### config.mk
export PLATFORM = sky130hd
export DESIGN_NAME = aoc_activity_odr_control
export DESIGN_NICKNAME = d
export VERILOG_FILES = /design/src/aoc_pkg.sv /design/src/aoc_det_if.sv /design/src/aoc_inactivity_detect.sv /design/src/aoc_activity_odr_control.sv
export SDC_FILE = /design/constraint.sdc
export NUM_CORES = 2
export LEC_CHECK = 0
export BUFFER_PORTS_ARGS = -buffer_cell sky130_fd_sc_hd__buf_2
export CAP_MARGIN = 20
export CORE_UTILIZATION = 60
export CTS_BUF_LIST = sky130_fd_sc_hd__clkbuf_8
export CTS_CLUSTER_SIZE = 14
export DETAILED_ROUTE_END_ITERATION = 12
export PLACE_DENSITY = 0.82
export SLEW_MARGIN = 15
export SYNTH_ARGS = -nofsm -noshare
export SYNTH_HDL_FRONTEND = slang
export SYNTH_SLANG_ARGS = --single-unit
### constraint.sdc
create_clock -name clk -period 22.2 [get_ports clk]
set_clock_uncertainty 0.2 [all_clocks]
set_input_delay 1.11 -clock clk [delete_from_list [all_inputs] [get_ports clk]]
set_output_delay 1.11 -clock clk [all_outputs]
set_load 0.02 [all_outputs]
### src/aoc_pkg.sv
// package with the register map, field positions, reset values and counts of the activity rate control block
package aoc_pkg;
	// register offsets
	localparam logic [7:0] ADDR_ACTIVITY_THRESHOLD = 8'h1E;
	localparam logic [7:0] ADDR_ACTIVITY_DURATION = 8'h1F;
	localparam logic [7:0] ADDR_CONTROL_ONE = 8'h20;
	localparam logic [7:0] ADDR_CONTROL_THREE = 8'h22;
	localparam logic [7:0] ADDR_CONTROL_FIVE = 8'h24;
	localparam logic [7:0] ADDR_OUT_X_LOW = 8'h28;
	localparam logic [7:0] ADDR_OUT_X_HIGH = 8'h29;
	localparam logic [7:0] ADDR_OUT_Y_LOW = 8'h2A;
	localparam logic [7:0] ADDR_OUT_Y_HIGH = 8'h2B;
	localparam logic [7:0] ADDR_OUT_Z_LOW = 8'h2C;
	localparam logic [7:0] ADDR_OUT_Z_HIGH = 8'h2D;
	// field positions
	localparam int RATE_LSB = 4;
	localparam int RATE_MSB = 6;
	localparam int INACT_ROUTE_BIT = 5;
	localparam int SELF_TEST_LSB = 2;
	localparam int SELF_TEST_MSB = 3;
	// values after reset
	localparam logic [7:0] RESET_ACTIVITY_THRESHOLD = 8'h00;
	localparam logic [7:0] RESET_ACTIVITY_DURATION = 8'h00;
	localparam logic [7:0] RESET_CONTROL_ONE = 8'h00;
	localparam logic [7:0] RESET_CONTROL_THREE = 8'h00;
	localparam logic [7:0] RESET_CONTROL_FIVE = 8'h00;
	// rate code forced while the device is quiet (10 Hz)
	localparam logic [2:0] RATE_CODE_QUIET = 3'h1;
	// self-test select value that keeps the actuation off
	localparam logic [1:0] SELF_TEST_OFF = 2'h0;
	// trim storage layout: gains x,y,z then offsets x,y,z
	localparam int TRIM_WORDS = 6;
	localparam logic [2:0] TRIM_LAST = 3'h5;
	localparam logic [2:0] TRIM_OFFSET_BASE = 3'h3;
	// unity gain of the sensitivity trim
	localparam logic [7:0] GAIN_UNITY = 8'h80;
	localparam int GAIN_SHIFT = 7;
	// one threshold step is full scale over 128, i.e. 256 counts of a 16-bit sample
	localparam int THRESHOLD_SHIFT = 8;
	// quiet interval is 8 times the duration plus one samples
	localparam int DURATION_SHIFT = 3;
	localparam int HP_SHIFT = 4;
	// boot states
	typedef enum logic [1:0] {
		BOOT_REQ = 2'b00,
		BOOT_CAPTURE = 2'b01,
		BOOT_RUN = 2'b10
	} aoc_boot_t;
endpackage

### src/aoc_det_if.sv
// interface carrying calibrated samples and settings from the core to the inactivity detector
`timescale 1ns/1ps
interface aoc_det_if;
	logic sample_valid; // one-cycle pulse per complete sample set
	logic signed [15:0] sample_x;
	logic signed [15:0] sample_y;
	logic signed [15:0] sample_z;
	logic [7:0] threshold; // activity threshold setting
	logic [7:0] duration; // activity duration setting
	logic inactive; // quiet state reported back
	modport core (output sample_valid, output sample_x, output sample_y, output sample_z, output threshold,
		output duration, input inactive);
	modport det (input sample_valid, input sample_x, input sample_y, input sample_z, input threshold,
		input duration, output inactive);
endinterface

### src/aoc_inactivity_detect.sv
// inactivity detector: high-pass filter, threshold compare and quiet duration counter
`timescale 1ns/1ps
module aoc_inactivity_detect #(
	parameter int COUNT_WIDTH = 12
) (
	input wire logic clk,
	input wire logic rst,
	input wire logic ce,
	aoc_det_if.det det
);
	// filter baselines, one per axis
	logic signed [15:0] base_reg [3];
	logic signed [15:0] base_next [3];
	// quiet sample counter and state
	logic [COUNT_WIDTH-1:0] count_reg;
	logic [COUNT_WIDTH-1:0] count_next;
	logic inactive_reg;
	logic inactive_next;
	logic signed [15:0] axis [3];
	logic signed [16:0] hp [3];
	logic [16:0] limit;
	logic [COUNT_WIDTH-1:0] needed;
	logic enable;
	logic exceed;

	// magnitude of a filtered sample
	function automatic logic [16:0] aoc_abs(input logic signed [16:0] v);
		aoc_abs = v[16] ? 17'(-v) : 17'(v);
	endfunction

	assign axis[0] = det.sample_x;
	assign axis[1] = det.sample_y;
	assign axis[2] = det.sample_z;
	assign enable = (det.threshold != 8'h00);
	assign limit = 17'({det.threshold, 8'h00});
	assign needed = COUNT_WIDTH'({det.duration, 3'h0}) + COUNT_WIDTH'(1);
	assign det.inactive = inactive_reg;

	// filter, compare and count
	always_comb begin
		exceed = 1'b0;
		for (int i = 0; i < 3; i++) begin
			hp[i] = 17'(axis[i]) - 17'(base_reg[i]);
			base_next[i] = base_reg[i];
			if (det.sample_valid) begin
				// baseline tracks slowly, filter reseeds while detection is off
				base_next[i] = enable ? 16'(base_reg[i] + 16'(hp[i] >>> aoc_pkg::HP_SHIFT)) : axis[i];
			end
			if (aoc_abs(hp[i]) > limit) begin
				exceed = 1'b1;
			end
		end
		count_next = count_reg;
		inactive_next = inactive_reg;
		if (!enable) begin
			// detection off: always active
			count_next = '0;
			inactive_next = 1'b0;
		end else if (det.sample_valid) begin
			if (exceed) begin
				count_next = '0;
				inactive_next = 1'b0;
			end else begin
				if (count_reg != '1) begin
					count_next = count_reg + COUNT_WIDTH'(1);
				end
				if (count_next >= needed) begin
					inactive_next = 1'b1;
				end
			end
		end
	end

	// register the detector state
	always_ff @(posedge clk or posedge rst) begin
		if (rst) begin
			for (int i = 0; i < 3; i++) begin
				base_reg[i] <= '0;
			end
			count_reg <= '0;
			inactive_reg <= 1'b0;
		end else if (ce) begin
			base_reg <= base_next;
			count_reg <= count_next;
			inactive_reg <= inactive_next;
		end
	end
endmodule

### src/aoc_activity_odr_control.sv
// top of the activity rate control block: registers, trim boot, calibration, data ready and rate override
//
// Notes on behaviour
// - self-test actuation off when select is zero
// - self-test output is acceleration plus test force
// - flag data ready on each new sample set
// - load trim from storage before measuring
// - nonzero threshold enables detection and filter
// - threshold step is full scale over 128
// - quiet long enough forces 10 Hz, field kept
// - exceeding threshold restores programmed rate immediately
// - route inactivity status to interrupt pin one
// - outputs are two's complement, zero is zero
`timescale 1ns/1ps
module aoc_activity_odr_control #(
	parameter int COUNT_WIDTH = 12
) (
	input wire logic clk,
	input wire logic rst,
	input wire logic ce,
	input wire logic reg_wr,
	input wire logic reg_rd,
	input wire logic [7:0] reg_addr,
	input wire logic [7:0] reg_wdata,
	output logic [7:0] reg_rdata,
	output logic nvm_rd,
	output logic [2:0] nvm_addr,
	input wire logic [15:0] nvm_rdata,
	input wire logic raw_valid,
	input wire logic signed [15:0] raw_x,
	input wire logic signed [15:0] raw_y,
	input wire logic signed [15:0] raw_z,
	input wire logic signed [15:0] force_x,
	input wire logic signed [15:0] force_y,
	input wire logic signed [15:0] force_z,
	output logic self_test_actuate,
	output logic [1:0] self_test_select,
	output logic [2:0] output_sample_rate,
	output logic boot_done,
	output logic data_ready,
	output logic signed [15:0] accel_x,
	output logic signed [15:0] accel_y,
	output logic signed [15:0] accel_z,
	output logic interrupt_pin_one
);
	// host registers
	logic [7:0] activity_threshold_reg;
	logic [7:0] activity_threshold_next;
	logic [7:0] activity_duration_reg;
	logic [7:0] activity_duration_next;
	logic [7:0] control_one_reg;
	logic [7:0] control_one_next;
	logic [7:0] control_three_reg;
	logic [7:0] control_three_next;
	logic [7:0] control_five_reg;
	logic [7:0] control_five_next;
	logic [7:0] rdata_reg;
	logic [7:0] rdata_next;
	// boot sequencer and trim store
	aoc_pkg::aoc_boot_t boot_reg;
	aoc_pkg::aoc_boot_t boot_next;
	logic [2:0] trim_idx_reg;
	logic [2:0] trim_idx_next;
	logic [15:0] trim_reg [aoc_pkg::TRIM_WORDS];
	logic [15:0] trim_next [aoc_pkg::TRIM_WORDS];
	// sample path
	logic signed [15:0] out_reg [3];
	logic signed [15:0] out_next [3];
	logic valid_reg;
	logic valid_next;
	logic ready_reg;
	logic ready_next;
	logic [2:0] rate_reg;
	logic [2:0] rate_next;
	logic irq_reg;
	logic irq_next;
	logic signed [15:0] raw [3];
	logic signed [15:0] force_in [3];
	logic st_on;
	logic detect_on;

	aoc_det_if det_bus ();

	// gain, test force and offset applied to one axis, saturated to 16 bits
	function automatic logic signed [15:0] aoc_cal(input logic signed [15:0] a, input logic signed [15:0] f,
		input logic st, input logic [7:0] gain, input logic signed [15:0] off);
		logic signed [16:0] sum;
		logic signed [25:0] prod;
		logic signed [25:0] res;
		sum = 17'(a) + (st ? 17'(f) : 17'h00000);
		prod = 26'(sum) * 26'($signed({1'b0, gain}));
		res = (prod >>> aoc_pkg::GAIN_SHIFT) - 26'(off);
		if (res > 26'sh0007FFF) begin
			aoc_cal = 16'sh7FFF;
		end else if (res < -26'sh0008000) begin
			aoc_cal = -16'sh8000;
		end else begin
			aoc_cal = 16'(res);
		end
	endfunction

	assign raw[0] = raw_x;
	assign raw[1] = raw_y;
	assign raw[2] = raw_z;
	assign force_in[0] = force_x;
	assign force_in[1] = force_y;
	assign force_in[2] = force_z;
	assign self_test_select = control_five_reg[aoc_pkg::SELF_TEST_MSB:aoc_pkg::SELF_TEST_LSB];
	assign st_on = (self_test_select != aoc_pkg::SELF_TEST_OFF);
	assign self_test_actuate = st_on;
	assign detect_on = (activity_threshold_reg != 8'h00);
	assign reg_rdata = rdata_reg;
	assign nvm_rd = (boot_reg == aoc_pkg::BOOT_REQ);
	assign nvm_addr = trim_idx_reg;
	assign boot_done = (boot_reg == aoc_pkg::BOOT_RUN);
	assign data_ready = ready_reg;
	assign accel_x = out_reg[0];
	assign accel_y = out_reg[1];
	assign accel_z = out_reg[2];
	assign output_sample_rate = rate_reg;
	assign interrupt_pin_one = irq_reg;

	// settings and samples toward the detector
	assign det_bus.sample_valid = valid_reg;
	assign det_bus.sample_x = out_reg[0];
	assign det_bus.sample_y = out_reg[1];
	assign det_bus.sample_z = out_reg[2];
	assign det_bus.threshold = activity_threshold_reg;
	assign det_bus.duration = activity_duration_reg;

	// quiet state detector
	aoc_inactivity_detect #(
		.COUNT_WIDTH(COUNT_WIDTH)
	) u_detect (
		.clk(clk),
		.rst(rst),
		.ce(ce),
		.det(det_bus)
	);

	// register writes and read data
	always_comb begin
		activity_threshold_next = activity_threshold_reg;
		activity_duration_next = activity_duration_reg;
		control_one_next = control_one_reg;
		control_three_next = control_three_reg;
		control_five_next = control_five_reg;
		rdata_next = rdata_reg;
		if (reg_wr) begin
			case (reg_addr)
				aoc_pkg::ADDR_ACTIVITY_THRESHOLD: begin
					activity_threshold_next = reg_wdata;
				end
				aoc_pkg::ADDR_ACTIVITY_DURATION: begin
					activity_duration_next = reg_wdata;
				end
				aoc_pkg::ADDR_CONTROL_ONE: begin
					control_one_next = reg_wdata;
				end
				aoc_pkg::ADDR_CONTROL_THREE: begin
					control_three_next = reg_wdata;
				end
				aoc_pkg::ADDR_CONTROL_FIVE: begin
					control_five_next = reg_wdata;
				end
				default: begin
					// writes elsewhere are ignored
				end
			endcase
		end
		if (reg_rd) begin
			case (reg_addr)
				aoc_pkg::ADDR_ACTIVITY_THRESHOLD: rdata_next = activity_threshold_reg;
				aoc_pkg::ADDR_ACTIVITY_DURATION: rdata_next = activity_duration_reg;
				aoc_pkg::ADDR_CONTROL_ONE: rdata_next = control_one_reg; // stored rate field stays untouched
				aoc_pkg::ADDR_CONTROL_THREE: rdata_next = control_three_reg;
				aoc_pkg::ADDR_CONTROL_FIVE: rdata_next = control_five_reg;
				aoc_pkg::ADDR_OUT_X_LOW: rdata_next = out_reg[0][7:0];
				aoc_pkg::ADDR_OUT_X_HIGH: rdata_next = out_reg[0][15:8];
				aoc_pkg::ADDR_OUT_Y_LOW: rdata_next = out_reg[1][7:0];
				aoc_pkg::ADDR_OUT_Y_HIGH: rdata_next = out_reg[1][15:8];
				aoc_pkg::ADDR_OUT_Z_LOW: rdata_next = out_reg[2][7:0];
				aoc_pkg::ADDR_OUT_Z_HIGH: rdata_next = out_reg[2][15:8];
				default: rdata_next = 8'h00;
			endcase
		end
	end

	// boot: read each trim word, then start measuring
	always_comb begin
		boot_next = boot_reg;
		trim_idx_next = trim_idx_reg;
		trim_next = trim_reg;
		case (boot_reg)
			aoc_pkg::BOOT_REQ: begin
				boot_next = aoc_pkg::BOOT_CAPTURE;
			end
			aoc_pkg::BOOT_CAPTURE: begin
				trim_next[trim_idx_reg] = nvm_rdata;
				if (trim_idx_reg == aoc_pkg::TRIM_LAST) begin
					boot_next = aoc_pkg::BOOT_RUN;
				end else begin
					trim_idx_next = trim_idx_reg + 3'h1;
					boot_next = aoc_pkg::BOOT_REQ;
				end
			end
			aoc_pkg::BOOT_RUN: begin
				// trims stay fixed while measuring
			end
			default: begin
				boot_next = aoc_pkg::BOOT_REQ;
				trim_idx_next = 3'h0;
			end
		endcase
	end

	// calibration, data ready, effective rate and interrupt pin
	always_comb begin
		out_next = out_reg;
		valid_next = 1'b0;
		ready_next = ready_reg;
		// reading the last output byte consumes the set
		if (reg_rd && reg_addr == aoc_pkg::ADDR_OUT_Z_HIGH) begin
			ready_next = 1'b0;
		end
		if (raw_valid && boot_reg == aoc_pkg::BOOT_RUN) begin
			for (int i = 0; i < 3; i++) begin
				out_next[i] = aoc_cal(raw[i], force_in[i], st_on, trim_reg[i][7:0],
					trim_reg[int'(aoc_pkg::TRIM_OFFSET_BASE) + i]);
			end
			valid_next = 1'b1;
			ready_next = 1'b1;
		end
		// quiet override or programmed rate
		rate_next = det_bus.inactive ? aoc_pkg::RATE_CODE_QUIET
			: control_one_reg[aoc_pkg::RATE_MSB:aoc_pkg::RATE_LSB];
		irq_next = detect_on && control_three_reg[aoc_pkg::INACT_ROUTE_BIT] && det_bus.inactive;
	end

	// register all state of the top
	always_ff @(posedge clk or posedge rst) begin
		if (rst) begin
			activity_threshold_reg <= aoc_pkg::RESET_ACTIVITY_THRESHOLD;
			activity_duration_reg <= aoc_pkg::RESET_ACTIVITY_DURATION;
			control_one_reg <= aoc_pkg::RESET_CONTROL_ONE;
			control_three_reg <= aoc_pkg::RESET_CONTROL_THREE;
			control_five_reg <= aoc_pkg::RESET_CONTROL_FIVE;
			rdata_reg <= 8'h00;
			boot_reg <= aoc_pkg::BOOT_REQ;
			trim_idx_reg <= 3'h0;
			for (int i = 0; i < aoc_pkg::TRIM_WORDS; i++) begin
				trim_reg[i] <= 16'h0000;
			end
			for (int i = 0; i < 3; i++) begin
				out_reg[i] <= 16'sh0000;
			end
			valid_reg <= 1'b0;
			ready_reg <= 1'b0;
			rate_reg <= 3'h0;
			irq_reg <= 1'b0;
		end else if (ce) begin
			activity_threshold_reg <= activity_threshold_next;
			activity_duration_reg <= activity_duration_next;
			control_one_reg <= control_one_next;
			control_three_reg <= control_three_next;
			control_five_reg <= control_five_next;
			rdata_reg <= rdata_next;
			boot_reg <= boot_next;
			trim_idx_reg <= trim_idx_next;
			trim_reg <= trim_next;
			out_reg <= out_next;
			valid_reg <= valid_next;
			ready_reg <= ready_next;
			rate_reg <= rate_next;
			irq_reg <= irq_next;
		end
	end
endmodule

==> summary.txt <==
Cells and area
  • Layout cell share with drive strength beyond 1: between 9 and 10%
  • Largest register FFs: 72
  • # fillers: 4753
  • Commonest non-fill, non-tap cell in the layout: inv_1
  • Final layout net count: 5166
  • Syn-to-layout area delta: 7.12%
  • Most frequent cells in the layout: inv_1, nand2_1, ha_1, fa_1, and2_1

Timing
  • Fin. Hold Viols: 0
  • Endpoints failing setup: 0
  • Slew @ Worst Pin: 1.20 ns
  • Fin. max-slew vios: 0
  • Setup TNS: 0 ns
  • Slew HR: roughly a fifth
  • Crit path time final: 11.89 ns
  • Unrepaired setup endpoints after global routing: no
  • Crit share post-route: between 50% and 60%
  • F_max: 84.1 MHz

GRT
  • Met2 GRT Util: approximately 50%
  • Grt total ovfl: 0
  • Gr usage total: between 30% and 40%
  • Largest net degree at the start of global routing: 96
  • Busiest layer in global routing: met2
  • First-pass GRT wire length: 149000 um
  • Initial antenna violation count: 7
  • Vias in the first global route: 29300
  • Grt met1 use: 42.0%
  • Met3 Usage GRT: 5.04%

Critical path
  • Endpoint class of the critical path: flop
  • Worst path arrival time: about 12 ns
  • Crit path required time: around 22 ns
  • CP max stage cell: o32ai_2
  • Startpoint types: flop
  • Reg2Reg Depth: 40
  • Worst r2r dst: accel_x[6]$_DFFE_PP0P_
  • Setup CP Type: flop to flop
  • CP max FO: between 40 and 50
  • FF-to-FF Start: control_five_reg[3]$_DFFE_PP0P_
  • Slowest cell delay on critical path: 0.85 ns
  • R2r setup slk: 10.31 ns

Logic synthesis
  • Post-synth ARST share: 100%
  • Compound-Gate Fraction of Synth Area: 15.5%
  • Syn nets: 5033
  • Cell count after synthesis: 4186
  • Yosys warnings: 0
  • Top post-synthesis cells by area: fa_1, dfrtp_1, ha_1
  • Synth Area in Adders: between 30% and 40%
  • Main combinational cell family by area after synthesis: adder cells
  • Post-synth EDFFs: 0
  • Cell variety after synth: a little over 80
  • Mux cell area share after synthesis: 2.91%
  • Sequential area share after synthesis: 16.8%
  • Share of the synthesized area in the top cell type: a little under a fifth
  • Post-Synth XOR/XNOR Area: a little under 6%
  • Syn_area_per_cell: 8.52 um^2
  • Post-synthesis simple-gate area fraction: 18.8%
  • Synth Register Bits: 240
  • Largest area contributor in the netlist: fa_1
  • Top FF cell, synth: dfrtp_1
  • Synthesized cell area: 0.0356 mm^2

CTS
  • Sink Count: 240
  • Hold buffer count at cts: 0
  • H-tree depth: 2
  • Clock transition at path regs: roughly 0.06 ns
  • Clock Tree Buf Depth: 3
  • Total setup buffers inserted after CTS: 0
  • CTS buffer count: 44
  • Post-CTS sizing: 0
  • Clock root buffer: clkbuf_8
  • Clock latency on the worst-skew pair: 0.63 ns
  • CTS tree: yes

Place
  • IO buf count: approximately 200
  • HPWL after DPL: roughly 73000 um
  • GP Congestion: just under 1

Drt
  • Detailed-route via count: between 30000 and 40000
  • DRC: 0
  • Starting DRC count in detailed routing: between 2000 and 2500
  • DR WL/cell: 17.9 um
  • Vias per cell: 5.96
  • Routed wire length: 91600 um
  • DR pass1 iterations: 6
  • Final ANT Viol Nets: 0

Worst hold path
  • Hold Path Sink: data_ready$_DFFE_PP0P_
  • Hold Path Depth: 2
  • Worst min path class: flop to flop
  • Worst hold start: data_ready$_DFFE_PP0P_

Floorplan
  • Die area: 0.0604 mm^2
  • Initial Util: 61.2%
  • Core Region: 0.0582 mm^2
  • Die X: 246 um
  • IO Count: between 200 and 250
  • Cell Rows: 88
  • Die H: 246 um

Outcome
  • Status: finished, final reports clean

Flow run
  • Max_cap viols: 0
-- worst max-delay path by stage --
stage | start | endpoint | cells after the start
floorplan | control_five_reg[3]$_DFFE_PP0P_ | accel_y[10]$_DFFE_PP0P_ | 45
global route | control_five_reg[2]$_DFFE_PP0P_ | accel_y[7]$_DFFE_PP0P_ | 44
global placement | force_y[1] | accel_y[13]$_DFFE_PP0P_ | 43
CTS | control_five_reg[3]$_DFFE_PP0P_ | accel_y[2]$_DFFE_PP0P_ | 39
detailed placement | force_y[0] | accel_y[2]$_DFFE_PP0P_ | 38
finish | control_five_reg[3]$_DFFE_PP0P_ | accel_x[6]$_DFFE_PP0P_ | 40
-- synth_stat cells, types with 78 or more instances --
cell,number
nand3_1,94
xnor2_1,166
inv_1,615
ha_1,380
nor2_1,234
clkbuf_1,127
and2_1,252
fa_1,333
dfrtp_1,240
nor3_1,78
nand2_1,382
a21oi_1,181
o21ai_0,171
mux2_2,78
-- metrics by stage --
| step | utilization (%) | hold WS (ns) | instances | cell area [um^2] | worst slack, ns |
|---|---|---|---|---|---|
| floorplan | - | 0.278 | 4186 | 35600 | 11.52 |
| global placement | 63.9 | 0.257 | 5034 | 37200 | 10.48 |
| detailed placement | 64.0 | 0.265 | 5036 | 37300 | 10.28 |
| CTS | 65.5 | 0.279 | 5111 | 38100 | 10.31 |
| global route | 65.6 | 0.301 | 5115 | 38200 | 9.42 |
| finish | 65.6 | 0.279 | 5117 | 38200 | 10.31 |
-- cells by family (layout without fill, tap and decap cells) --
logic type	Yosys count	after routing
XOR/XNOR	237	237
AND/OR/NAND/NOR	1327	1327
flip-flops	240	240
multiplexers	94	94
other	0	4
AO/OA/AOI/OAI	819	819
buffers and inverters	756	918
adder cells (fa/ha/maj)	713	713
-- worst max-delay path, delay by kind of cell (launching register included) --
family                     cells  cell delay [ns]
buffers and inverters          5             0.47
muxes                          1             0.38
AOI/OAI and AO/OA             19             5.93
DFF                            1             0.40
and+or+nand+nor                8             1.39
adders and majority gates      7             2.89
-- layout make-up --
type	instances	area [um^2]	share of cell area, %
multi-input cells	3190	26800	70.2
flip-flops and latches	240	6010	15.7
inverters	617	2320	6.08
repair buffers	226	1210	3.16
well taps	765	957	2.51
clock buffers	55	757	1.98
clock inverters	20	124	0.324
diodes	4	10.0	0.0262
-- metal layers --
layer	routed length, um	share of wire [%]	up-vias
met5	44	0.048	-
met4	2690	2.9	6
met3	7640	8.3	183
met2	41700	46	1154
met1	39500	43	14700
li1	-	-	14400
Power is left out: the tool's default activity adds up to more than one toggle a clock period on the data nets, which glitch-free logic cannot reach.
